<file path="config.mk">
export PLATFORM = sky130hd
export DESIGN_NAME = bbo_datapath
export DESIGN_NICKNAME = d
export VERILOG_FILES = /design/src/bbo_pkg.sv /design/src/bbo_alu.sv /design/src/bbo_datapath.sv /design/src/bbo_file_ram.sv
export SDC_FILE = /design/constraint.sdc
export NUM_CORES = 2
export LEC_CHECK = 0
export BUFFER_PORTS_ARGS = -buffer_cell sky130_fd_sc_hd__clkbuf_2
export CAP_MARGIN = 15
export CORE_ASPECT_RATIO = 1.5
export CORE_MARGIN = 2
export CORE_UTILIZATION = 30
export DETAILED_ROUTE_END_ITERATION = 16
export GPL_ROUTABILITY_DRIVEN = 1
export PLACE_DENSITY = 0.46
export SLEW_MARGIN = 20
export SYNTH_ARGS = -nofsm -noshare
export SYNTH_HDL_FRONTEND = slang
export SYNTH_SLANG_ARGS = --single-unit
</file>
<file path="constraint.sdc">
create_clock -name i_mclk -period 2.1 [get_ports i_mclk]
set_input_delay 0.315 -clock i_mclk [delete_from_list [all_inputs] [get_ports i_mclk]]
set_output_delay 0.315 -clock i_mclk [all_outputs]
set_load 0.1 [all_outputs]
</file>
<file path="src/bbo_pkg.sv">
// shared types and constants of the byte/bit operation datapath
// assumes a single core clock; no tool-specific features
package bbo_pkg;

  localparam int DW = 8;
  localparam int FILE_AW = 7;
  localparam int FILE_DEPTH = 128;
  localparam int BUS_AW = 8;
  localparam int NIB_W = 4;
  localparam int PRESC_W_DEF = 8;

  // file register addresses with special behaviour
  localparam logic [FILE_AW-1:0] FILE_TIMER = 7'h01;
  localparam logic [FILE_AW-1:0] FILE_IO = 7'h05;

  // bus map above the file register space
  localparam logic [BUS_AW-1:0] ADDR_ACC = 8'h80;
  localparam logic [BUS_AW-1:0] ADDR_STATUS = 8'h81;
  localparam logic [BUS_AW-1:0] ADDR_CFG = 8'h82;
  localparam int BUS_FILE_SEL = 7;

  // status and config bit positions
  localparam int STAT_C = 0;
  localparam int STAT_DCARRY = 1;
  localparam int STAT_Z = 2;
  localparam int CFG_PSA = 0;

  localparam logic [DW-1:0] ZERO_BYTE = 8'h00;
  localparam logic [DW-1:0] ACC_RST = 8'h00;
  localparam logic [DW-1:0] IO_LATCH_RST = 8'h00;
  localparam logic [DW-1:0] TIMER_RST = 8'h00;
  localparam logic [DW-1:0] BIT0 = 8'h01;
  localparam logic DEST_ACC = 1'b0;
  localparam logic DEST_FILE = 1'b1;

  typedef enum logic [2:0] {
    OP_NONE     = 3'b000,
    OP_ADD_LIT  = 3'b001,
    OP_AND_LIT  = 3'b010,
    OP_ADD_FILE = 3'b011,
    OP_AND_FILE = 3'b100,
    OP_BIT_CLR  = 3'b101,
    OP_BIT_SET  = 3'b110,
    OP_BIT_TEST = 3'b111
  } bbo_op_t;

  typedef enum logic [1:0] {
    ALU_ADD = 2'b00,
    ALU_AND = 2'b01,
    ALU_CLR = 2'b10,
    ALU_SET = 2'b11
  } bbo_alu_op_t;

  typedef struct packed {
    bbo_op_t op;
    logic [FILE_AW-1:0] addr;
    logic [2:0] bit_sel;
    logic dest;
    logic [DW-1:0] literal;
  } bbo_cmd_t;

  typedef struct packed {
    logic [DW-1:0] res;
    logic carry;
    logic dcarry;
    logic zero;
  } bbo_alu_t;

endpackage
</file>
<file path="src/bbo_alu.sv">
// combinational arithmetic/logic unit for add, and, bit clear, bit set
// assumes operands settle within one core clock
`timescale 1ns/1ps
`default_nettype none
module bbo_alu (
  input wire bbo_pkg::bbo_alu_op_t i_op,
  input wire logic [bbo_pkg::DW-1:0] i_a,
  input wire logic [bbo_pkg::DW-1:0] i_b,
  input wire logic [2:0] i_bit_sel,
  output bbo_pkg::bbo_alu_t o_out
);

  logic [bbo_pkg::DW:0] sum;
  logic [bbo_pkg::NIB_W:0] nib;
  logic [bbo_pkg::DW-1:0] mask;

  always_comb begin
    sum = {1'b0, i_a} + {1'b0, i_b};
    nib = {1'b0, i_a[bbo_pkg::NIB_W-1:0]} + {1'b0, i_b[bbo_pkg::NIB_W-1:0]};
    mask = bbo_pkg::BIT0 << i_bit_sel;
    case (i_op)
      bbo_pkg::ALU_ADD: o_out.res = sum[bbo_pkg::DW-1:0];
      bbo_pkg::ALU_AND: o_out.res = i_a & i_b;
      bbo_pkg::ALU_CLR: o_out.res = i_b & ~mask;
      default: o_out.res = i_b | mask;
    endcase
    o_out.carry = sum[bbo_pkg::DW];
    o_out.dcarry = nib[bbo_pkg::NIB_W];
    o_out.zero = (o_out.res == bbo_pkg::ZERO_BYTE);
  end

endmodule // bbo_alu
`default_nettype wire

</file>
<file path="src/bbo_datapath.sv">
// byte and bit operation datapath: accumulator, flags, file registers
// assumes commands and bus strobes come from logic on i_mclk
`timescale 1ns/1ps
`default_nettype none
module bbo_datapath #(
  parameter int PRESC_W = bbo_pkg::PRESC_W_DEF
) (
  input wire logic i_mclk,
  input wire logic i_nrst,
  input wire logic i_cmd_valid,
  input wire bbo_pkg::bbo_cmd_t i_cmd,
  input wire logic [bbo_pkg::BUS_AW-1:0] i_addr,
  input wire logic [bbo_pkg::DW-1:0] i_wdata,
  input wire logic i_wr,
  input wire logic i_rd,
  input wire logic [bbo_pkg::DW-1:0] i_io_pins,
  output logic [bbo_pkg::DW-1:0] o_rdata,
  output logic [bbo_pkg::DW-1:0] o_acc,
  output logic o_carry,
  output logic o_dcarry,
  output logic o_zero,
  output logic o_skip,
  output logic [bbo_pkg::DW-1:0] o_io_latch,
  output logic [bbo_pkg::DW-1:0] o_timer
);

  ////////////////////////////////////////////////////////////////////////////
  // reset release and pin synchroniser

  logic rst_meta_q;
  logic rst_n;
  logic [bbo_pkg::DW-1:0] pin_meta_q;
  logic [bbo_pkg::DW-1:0] pin_q;

  always_ff @(posedge i_mclk or negedge i_nrst) begin
    if (!i_nrst) begin
      rst_meta_q <= 1'b0;
      rst_n <= 1'b0;
    end else begin
      rst_meta_q <= 1'b1;
      rst_n <= rst_meta_q;
    end
  end

  always_ff @(posedge i_mclk or negedge rst_n) begin
    if (!rst_n) begin
      pin_meta_q <= bbo_pkg::ZERO_BYTE;
      pin_q <= bbo_pkg::ZERO_BYTE;
    end else begin
      pin_meta_q <= i_io_pins;
      pin_q <= pin_meta_q;
    end
  end

  ////////////////////////////////////////////////////////////////////////////
  // command decode and operand fetch

  logic exec;
  logic is_lit;
  logic is_add;
  logic is_and;
  logic is_bitop;
  logic file_wr;
  logic acc_wr;
  logic tested_bit;
  logic psa_q;
  logic [PRESC_W-1:0] presc_q;
  logic [bbo_pkg::DW-1:0] file_val;
  logic [bbo_pkg::DW-1:0] ram_rd_a;
  logic [bbo_pkg::DW-1:0] ram_rd_b;
  bbo_pkg::bbo_alu_op_t alu_op;
  bbo_pkg::bbo_alu_t alu;

  // a command arriving while skip is pending becomes a no-operation
  assign exec = i_cmd_valid && !o_skip;
  assign is_lit = (i_cmd.op == bbo_pkg::OP_ADD_LIT) || (i_cmd.op == bbo_pkg::OP_AND_LIT);
  assign is_add = (i_cmd.op == bbo_pkg::OP_ADD_LIT) || (i_cmd.op == bbo_pkg::OP_ADD_FILE);
  assign is_and = (i_cmd.op == bbo_pkg::OP_AND_LIT) || (i_cmd.op == bbo_pkg::OP_AND_FILE);
  assign is_bitop = (i_cmd.op == bbo_pkg::OP_BIT_CLR) || (i_cmd.op == bbo_pkg::OP_BIT_SET);

  always_comb begin
    if (i_cmd.addr == bbo_pkg::FILE_IO) begin
      file_val = pin_q;
    end else if (i_cmd.addr == bbo_pkg::FILE_TIMER) begin
      file_val = o_timer;
    end else begin
      file_val = ram_rd_a;
    end
  end

  always_comb begin
    case (i_cmd.op)
      bbo_pkg::OP_AND_LIT, bbo_pkg::OP_AND_FILE: alu_op = bbo_pkg::ALU_AND;
      bbo_pkg::OP_BIT_CLR: alu_op = bbo_pkg::ALU_CLR;
      bbo_pkg::OP_BIT_SET: alu_op = bbo_pkg::ALU_SET;
      default: alu_op = bbo_pkg::ALU_ADD;
    endcase
  end

  bbo_alu u_alu (
    .i_op(alu_op),
    .i_a(o_acc),
    .i_b(is_lit ? i_cmd.literal : file_val),
    .i_bit_sel(i_cmd.bit_sel),
    .o_out(alu)
  );

  assign tested_bit = file_val[i_cmd.bit_sel];
  assign file_wr = exec && (is_bitop
    || ((i_cmd.op == bbo_pkg::OP_ADD_FILE || i_cmd.op == bbo_pkg::OP_AND_FILE)
        && i_cmd.dest == bbo_pkg::DEST_FILE));
  assign acc_wr = exec && (is_lit
    || ((i_cmd.op == bbo_pkg::OP_ADD_FILE || i_cmd.op == bbo_pkg::OP_AND_FILE)
        && i_cmd.dest == bbo_pkg::DEST_ACC));

  ////////////////////////////////////////////////////////////////////////////
  // file register writes: command has priority over the bus

  logic bus_file;
  logic wr_any;
  logic [bbo_pkg::FILE_AW-1:0] wr_addr;
  logic [bbo_pkg::DW-1:0] wr_data;

  assign bus_file = !i_addr[bbo_pkg::BUS_FILE_SEL];
  assign wr_any = file_wr || (i_wr && bus_file);
  assign wr_addr = file_wr ? i_cmd.addr : i_addr[bbo_pkg::FILE_AW-1:0];
  assign wr_data = file_wr ? alu.res : i_wdata;

  bbo_file_ram u_ram (
    .i_mclk(i_mclk),
    .i_we(wr_any && wr_addr != bbo_pkg::FILE_IO && wr_addr != bbo_pkg::FILE_TIMER),
    .i_waddr(wr_addr),
    .i_wdata(wr_data),
    .i_raddr_a(i_cmd.addr),
    .i_raddr_b(i_addr[bbo_pkg::FILE_AW-1:0]),
    .o_rdata_a(ram_rd_a),
    .o_rdata_b(ram_rd_b)
  );

  always_ff @(posedge i_mclk or negedge rst_n) begin
    if (!rst_n) begin
      o_io_latch <= bbo_pkg::IO_LATCH_RST;
    end else if (wr_any && wr_addr == bbo_pkg::FILE_IO) begin
      o_io_latch <= wr_data;
    end
  end

  ////////////////////////////////////////////////////////////////////////////
  // timer and prescaler

  logic timer_wr;

  assign timer_wr = wr_any && wr_addr == bbo_pkg::FILE_TIMER;

  always_ff @(posedge i_mclk or negedge rst_n) begin
    if (!rst_n) begin
      presc_q <= '0;
    end else if (!psa_q || timer_wr) begin
      presc_q <= '0;
    end else begin
      presc_q <= presc_q + 1'b1;
    end
  end

  always_ff @(posedge i_mclk or negedge rst_n) begin
    if (!rst_n) begin
      o_timer <= bbo_pkg::TIMER_RST;
    end else if (timer_wr) begin
      o_timer <= wr_data;
    end else if (!psa_q || &presc_q) begin
      o_timer <= o_timer + 1'b1;
    end
  end

  ////////////////////////////////////////////////////////////////////////////
  // accumulator, flags, config, skip

  always_ff @(posedge i_mclk or negedge rst_n) begin
    if (!rst_n) begin
      o_acc <= bbo_pkg::ACC_RST;
    end else if (acc_wr) begin
      o_acc <= alu.res;
    end else if (i_wr && i_addr == bbo_pkg::ADDR_ACC) begin
      o_acc <= i_wdata;
    end
  end

  always_ff @(posedge i_mclk or negedge rst_n) begin
    if (!rst_n) begin
      o_carry <= 1'b0;
      o_dcarry <= 1'b0;
      o_zero <= 1'b0;
    end else if (exec && is_add) begin
      o_carry <= alu.carry;
      o_dcarry <= alu.dcarry;
      o_zero <= alu.zero;
    end else if (exec && is_and) begin
      o_zero <= alu.zero;
    end else if (i_wr && i_addr == bbo_pkg::ADDR_STATUS) begin
      o_carry <= i_wdata[bbo_pkg::STAT_C];
      o_dcarry <= i_wdata[bbo_pkg::STAT_DCARRY];
      o_zero <= i_wdata[bbo_pkg::STAT_Z];
    end
  end

  always_ff @(posedge i_mclk or negedge rst_n) begin
    if (!rst_n) begin
      psa_q <= 1'b0;
    end else if (i_wr && i_addr == bbo_pkg::ADDR_CFG) begin
      psa_q <= i_wdata[bbo_pkg::CFG_PSA];
    end
  end

  always_ff @(posedge i_mclk or negedge rst_n) begin
    if (!rst_n) begin
      o_skip <= 1'b0;
    end else if (exec && i_cmd.op == bbo_pkg::OP_BIT_TEST && !tested_bit) begin
      o_skip <= 1'b1;
    end else if (i_cmd_valid) begin
      o_skip <= 1'b0;
    end
  end

  ////////////////////////////////////////////////////////////////////////////
  // bus read data, one cycle after the strobe

  always_ff @(posedge i_mclk or negedge rst_n) begin
    if (!rst_n) begin
      o_rdata <= bbo_pkg::ZERO_BYTE;
    end else if (!i_rd) begin
      o_rdata <= bbo_pkg::ZERO_BYTE;
    end else if (bus_file && i_addr[bbo_pkg::FILE_AW-1:0] == bbo_pkg::FILE_IO) begin
      o_rdata <= pin_q;
    end else if (bus_file && i_addr[bbo_pkg::FILE_AW-1:0] == bbo_pkg::FILE_TIMER) begin
      o_rdata <= o_timer;
    end else if (bus_file) begin
      o_rdata <= ram_rd_b;
    end else if (i_addr == bbo_pkg::ADDR_ACC) begin
      o_rdata <= o_acc;
    end else if (i_addr == bbo_pkg::ADDR_STATUS) begin
      o_rdata <= {5'h00, o_zero, o_dcarry, o_carry};
    end else if (i_addr == bbo_pkg::ADDR_CFG) begin
      o_rdata <= {7'h00, psa_q};
    end else begin
      o_rdata <= bbo_pkg::ZERO_BYTE;
    end
  end
endmodule // bbo_datapath
`default_nettype wire

</file>
<file path="src/bbo_file_ram.sv">
// general-purpose file register array, one write port, two read ports
// assumes writes are already arbitrated by the caller
`timescale 1ns/1ps
`default_nettype none
module bbo_file_ram #(
  parameter int DEPTH = bbo_pkg::FILE_DEPTH,
  parameter int AW = bbo_pkg::FILE_AW,
  parameter int DW = bbo_pkg::DW
) (
  input wire logic i_mclk,
  input wire logic i_we,
  input wire logic [AW-1:0] i_waddr,
  input wire logic [DW-1:0] i_wdata,
  input wire logic [AW-1:0] i_raddr_a,
  input wire logic [AW-1:0] i_raddr_b,
  output logic [DW-1:0] o_rdata_a,
  output logic [DW-1:0] o_rdata_b
);

  logic [DW-1:0] mem [DEPTH];

  always_ff @(posedge i_mclk) begin
    if (i_we) begin
      mem[i_waddr] <= i_wdata;
    end
  end

  assign o_rdata_a = mem[i_raddr_a];
  assign o_rdata_b = mem[i_raddr_b];

endmodule // bbo_file_ram
`default_nettype wire

</file>
==> run_results.csv <==
group,metric,value,unit
worst_setup_path,slowest_stage,"mux4_2",
worst_setup_path,reg2reg_setup_slack,-2.86,ns
final_layout,drive_above_1_share,0.445,
global_routing,overflow,0,
logic_synthesis,yosysTopAreaCell,"edfxtp_1",
logic_synthesis,synth_edf_count,1024,
floorplanning,rows,188,
cts,cts_tree,"built",
cts,cts_max_level,3,
sta,timing.slew.headroom,0.442,
drt,drt-initial-drc-count,3240,
logic_synthesis,syn_inst,2841,
sta,fin_tns_setup,-3154.21,ns
final_layout,finalNetCount,3757,
power_and_ir_drop,pwr_density_cell,833,nW/um2
job,cap_violations,0,
sta,period_needed,4.96,ns
logic_synthesis,postSynthAreaPerCell,18.5,um2
global_routing,grt_pass1_wl,288,mm
cts,cts_root_buf,"clkbuf_16",
logic_synthesis,yosys-top-cells-area,"edfxtp_1 58%, mux4_2 21%, dfrtp_1 3.0%",
logic_synthesis,synthFlopType,"edfxtp_1",
worst_setup_path,timing.rr.start,"u_ram.mem[31][2]",
logic_synthesis,ys_ff_latch,1087,
worst_hold_path,hp-class,"in2reg",
sta,hold_violations,0,
drt,dr.pass1.iters,7,
placed_design,placed_cell_area,62400,um2
drt,wl_per_cell,34.3,um
floorplanning,fp.dieW,346,um
worst_setup_path,worst_r2r_path_depth,23,
global_routing,grt_max_degree,109,
worst_hold_path,worstHoldStart,"i_cmd[21]",
logic_synthesis,synth.distinct_cells,86,
worst_setup_path,critPathKind,"reg2reg",
final_layout,final_cell_mix,"1024 x edfxtp_1, 698 x buf_4, 504 x mux4_2",
worst_setup_path,r2r-end,"u_ram.mem[31][5]",
sta,fin_ws,-2.86,ns
final_layout,design_area,66800,um2
placed_design,port_buffers,86,
drt,vias,33732,
worst_setup_path,critPathMaxStageDelay,0.48,ns
floorplanning,coreArea,175000,um2
floorplanning,ios,87,
worst_setup_path,endpoint_kind,"flip-flop",
status,status,"complete, but fails checks",
sta,max_freq,202,MHz
floorplanning,start_util,0.302,
drt,avgViaCountPerCell,5.56,
sta,period_share,2.36,
final_layout,syn_to_final_growth,27.0,%
global_routing,antenna_found_initial,9,
worst_setup_path,worstPathRequired,2.60,ns
placed_design,place_hpwl,155,mm
drt,drc,0,
power_and_ir_drop,ir_worst_vdd,0.660,mV
sta,setup_viol,2086,
logic_synthesis,netlist_area,52600,um2
global_routing,grt_pass1_vias,35369,
floorplanning,die_h,517,um
placed_design,gp_congestion,0.927,
cts,cts.path.max_buffers,3,
sta,fin_skew,0.0521,ns
worst_setup_path,crit_path_max_fanout,9,
power_and_ir_drop,p_leak,23.2,nW
sta,rsz0062_at_grt,"yes",
worst_hold_path,hold_path_end,"o_skip",
global_routing,grt.total_usage,0.231,
worst_setup_path,crit_path_start_kind,"flip-flop",
cts,cts.sinks,1087,
drt,routed_wl,208,mm
sta,tightest_slew,0.815,ns
floorplanning,die_area,179000,um2
logic_synthesis,ys_seq_area_frac,0.614,
worst_setup_path,crit_chain,"mux4_2 > mux2i_1 > buf_4 > nor2_4 > or4_1 > a311o_1 > nand3_1 > a21boi_2 > a21oi_1 > ha_1 > buf_6 > a21oi_4 > buf_6 > o21bai_4 > a21oi_2 > xnor2_2 > buf_4 > a31oi_1 > o31a_1 > o21ai_4 > buf_12 > buf_8 > clkbuf_16",
final_layout,layout_commonest_cell,"edfxtp_1",
cts,clk_latency,0.75,ns
worst_setup_path,arrival,5.46,ns
logic_synthesis,ys_warn_count,0,
drt,ant_nets,0,
logic_synthesis,async_flop_share,0.0580,
sta,drv_slew,0,
worst_hold_path,whs_path_depth,5,
sta,timing.hold.ws,0.157,ns
logic_synthesis,synth_top_area_frac,0.584,
cts,cts.reportedPaths.clkPinSlew,0.06,ns
status,violations,"setup timing",
cts,cts_buffers,105,
-- synthesized netlist by cell type, types with 11 or more instances --
cell,count
mux4_1,49
o221ai_1,21
a22oi_1,22
ha_1,12
nand2_1,113
o211ai_1,11
clkbuf_1,97
o22ai_1,26
buf_2,28
nor2b_1,18
inv_1,13
mux4_2,501
a22o_1,17
nor2_1,199
buf_6,24
mux2i_1,127
o21ai_0,43
buf_4,22
and2_1,11
a211oi_1,23
buf_1,34
nand3b_1,14
edfxtp_1,1024
nand2b_1,18
xnor2_1,11
a21oi_1,47
mux2_2,33
nand3_1,23
dfrtp_1,63
nor3_1,14
-- per-stage QoR --
stage | power, mW | setup slack (ns) | util | std cells
after CTS | 55.8 | -2.86 | 0.381 | 6047
after global routing | 57.2 | -2.98 | 0.383 | 6062
final | 55.7 | -2.86 | 0.383 | 6065
after detailed placement | 36.2 | -3.82 | 0.358 | 5814
after floorplan | 31.0 | -3.30 | - | 2856
after global placement | 36.1 | -3.77 | 0.358 | 5814
-- sequential cells by signal, summed over array words and instances, names as in the netlist --
register,flops
o_acc,8
o_skip,1
o_timer,8
rst_n,1
pin_q,8
u_ram.mem,1024
o_carry,1
presc_q,8
pin_meta_q,8
o_dcarry,1
psa_q,1
o_zero,1
rst_meta_q,1
o_rdata,8
o_io_latch,8
-- routing by layer --
metal / vias to the layer above / part of all wire / GRT usage
met3: 371 / 0.050 / 0.0259
met2: 1421 / 0.52 / 0.420
met4: 6 / 0.066 / 0.131
met1: 18141 / 0.36 / 0.262
li1: 13793 / - / -
met5: - / 0.00021 / 0
-- cell type report --
type                    count  area, um2
diodes                      8       20.0
clock buffers             124       2790
clock inverters            67        576
fillers                 16079     108000
inverters                  14       58.8
multi-input cells        1540      19400
flip-flops and latches   1087      32300
well taps                2280       2850
repair buffers            945       8790
-- logic make-up after synthesis --
group                      after synthesis  share of synthesized area
buffers and inverters                  229                     0.0247
xor gates and xnor gates                16                    0.00266
other                                    2                   0.000143
muxes                                  710                      0.270
adders and majority gates               13                    0.00323
AOI/OAI and AO/OA                      324                     0.0446
DFF                                   1087                      0.614
and+or+nand+nor                        460                     0.0403
-- report_power, final --
part / leakage [nW] / internal [mW] / switching [mW]
combinational: 11.5 / 4.72 / 7.10
sequential: 10.0 / 24.6 / 0.309
clock: 1.64 / 10.3 / 8.63
total: 23.2 / 39.6 / 16.0
-- worst max-delay path by stage --
stage	start	end	slack [ns]	depth (start not counted)
after global routing	u_ram.mem[31][2]	u_ram.mem[41][6]	-2.98	23
final	u_ram.mem[31][2]	u_ram.mem[31][5]	-2.86	23
after floorplan	i_cmd[12]	u_ram.mem[0][7]	-3.30	19
after detailed placement	i_cmd[12]	u_ram.mem[41][7]	-3.82	23
after CTS	u_ram.mem[29][2]	u_ram.mem[120][6]	-2.86	22
after global placement	i_cmd[12]	u_ram.mem[112][6]	-3.77	22
-- repair_timing --
item | CTS | global route
endpoints found under the setup margin | 2090 | 2090
gates resized for setup | 43 | 26
pin swaps | 21 | 7
setup buffers | 16 | 8
gates cloned | 8 | 5
hold buffers | 20 | 0
hold endpoints to repair | 31 | 0
-- worst max-delay path: cells and delay by family, from the launching register on --
| kind | cells | cell delay (ns) |
|---|---|---|
| compound gates | 9 | 1.51 |
| buf+inv | 7 | 1.11 |
| fa+ha+maj | 1 | 0.33 |
| mux | 2 | 0.63 |
| flops | 1 | 0.39 |
| xor+xnor | 1 | 0.10 |
| simple gates | 3 | 0.65 |
(Power assumes the default switching activity.)
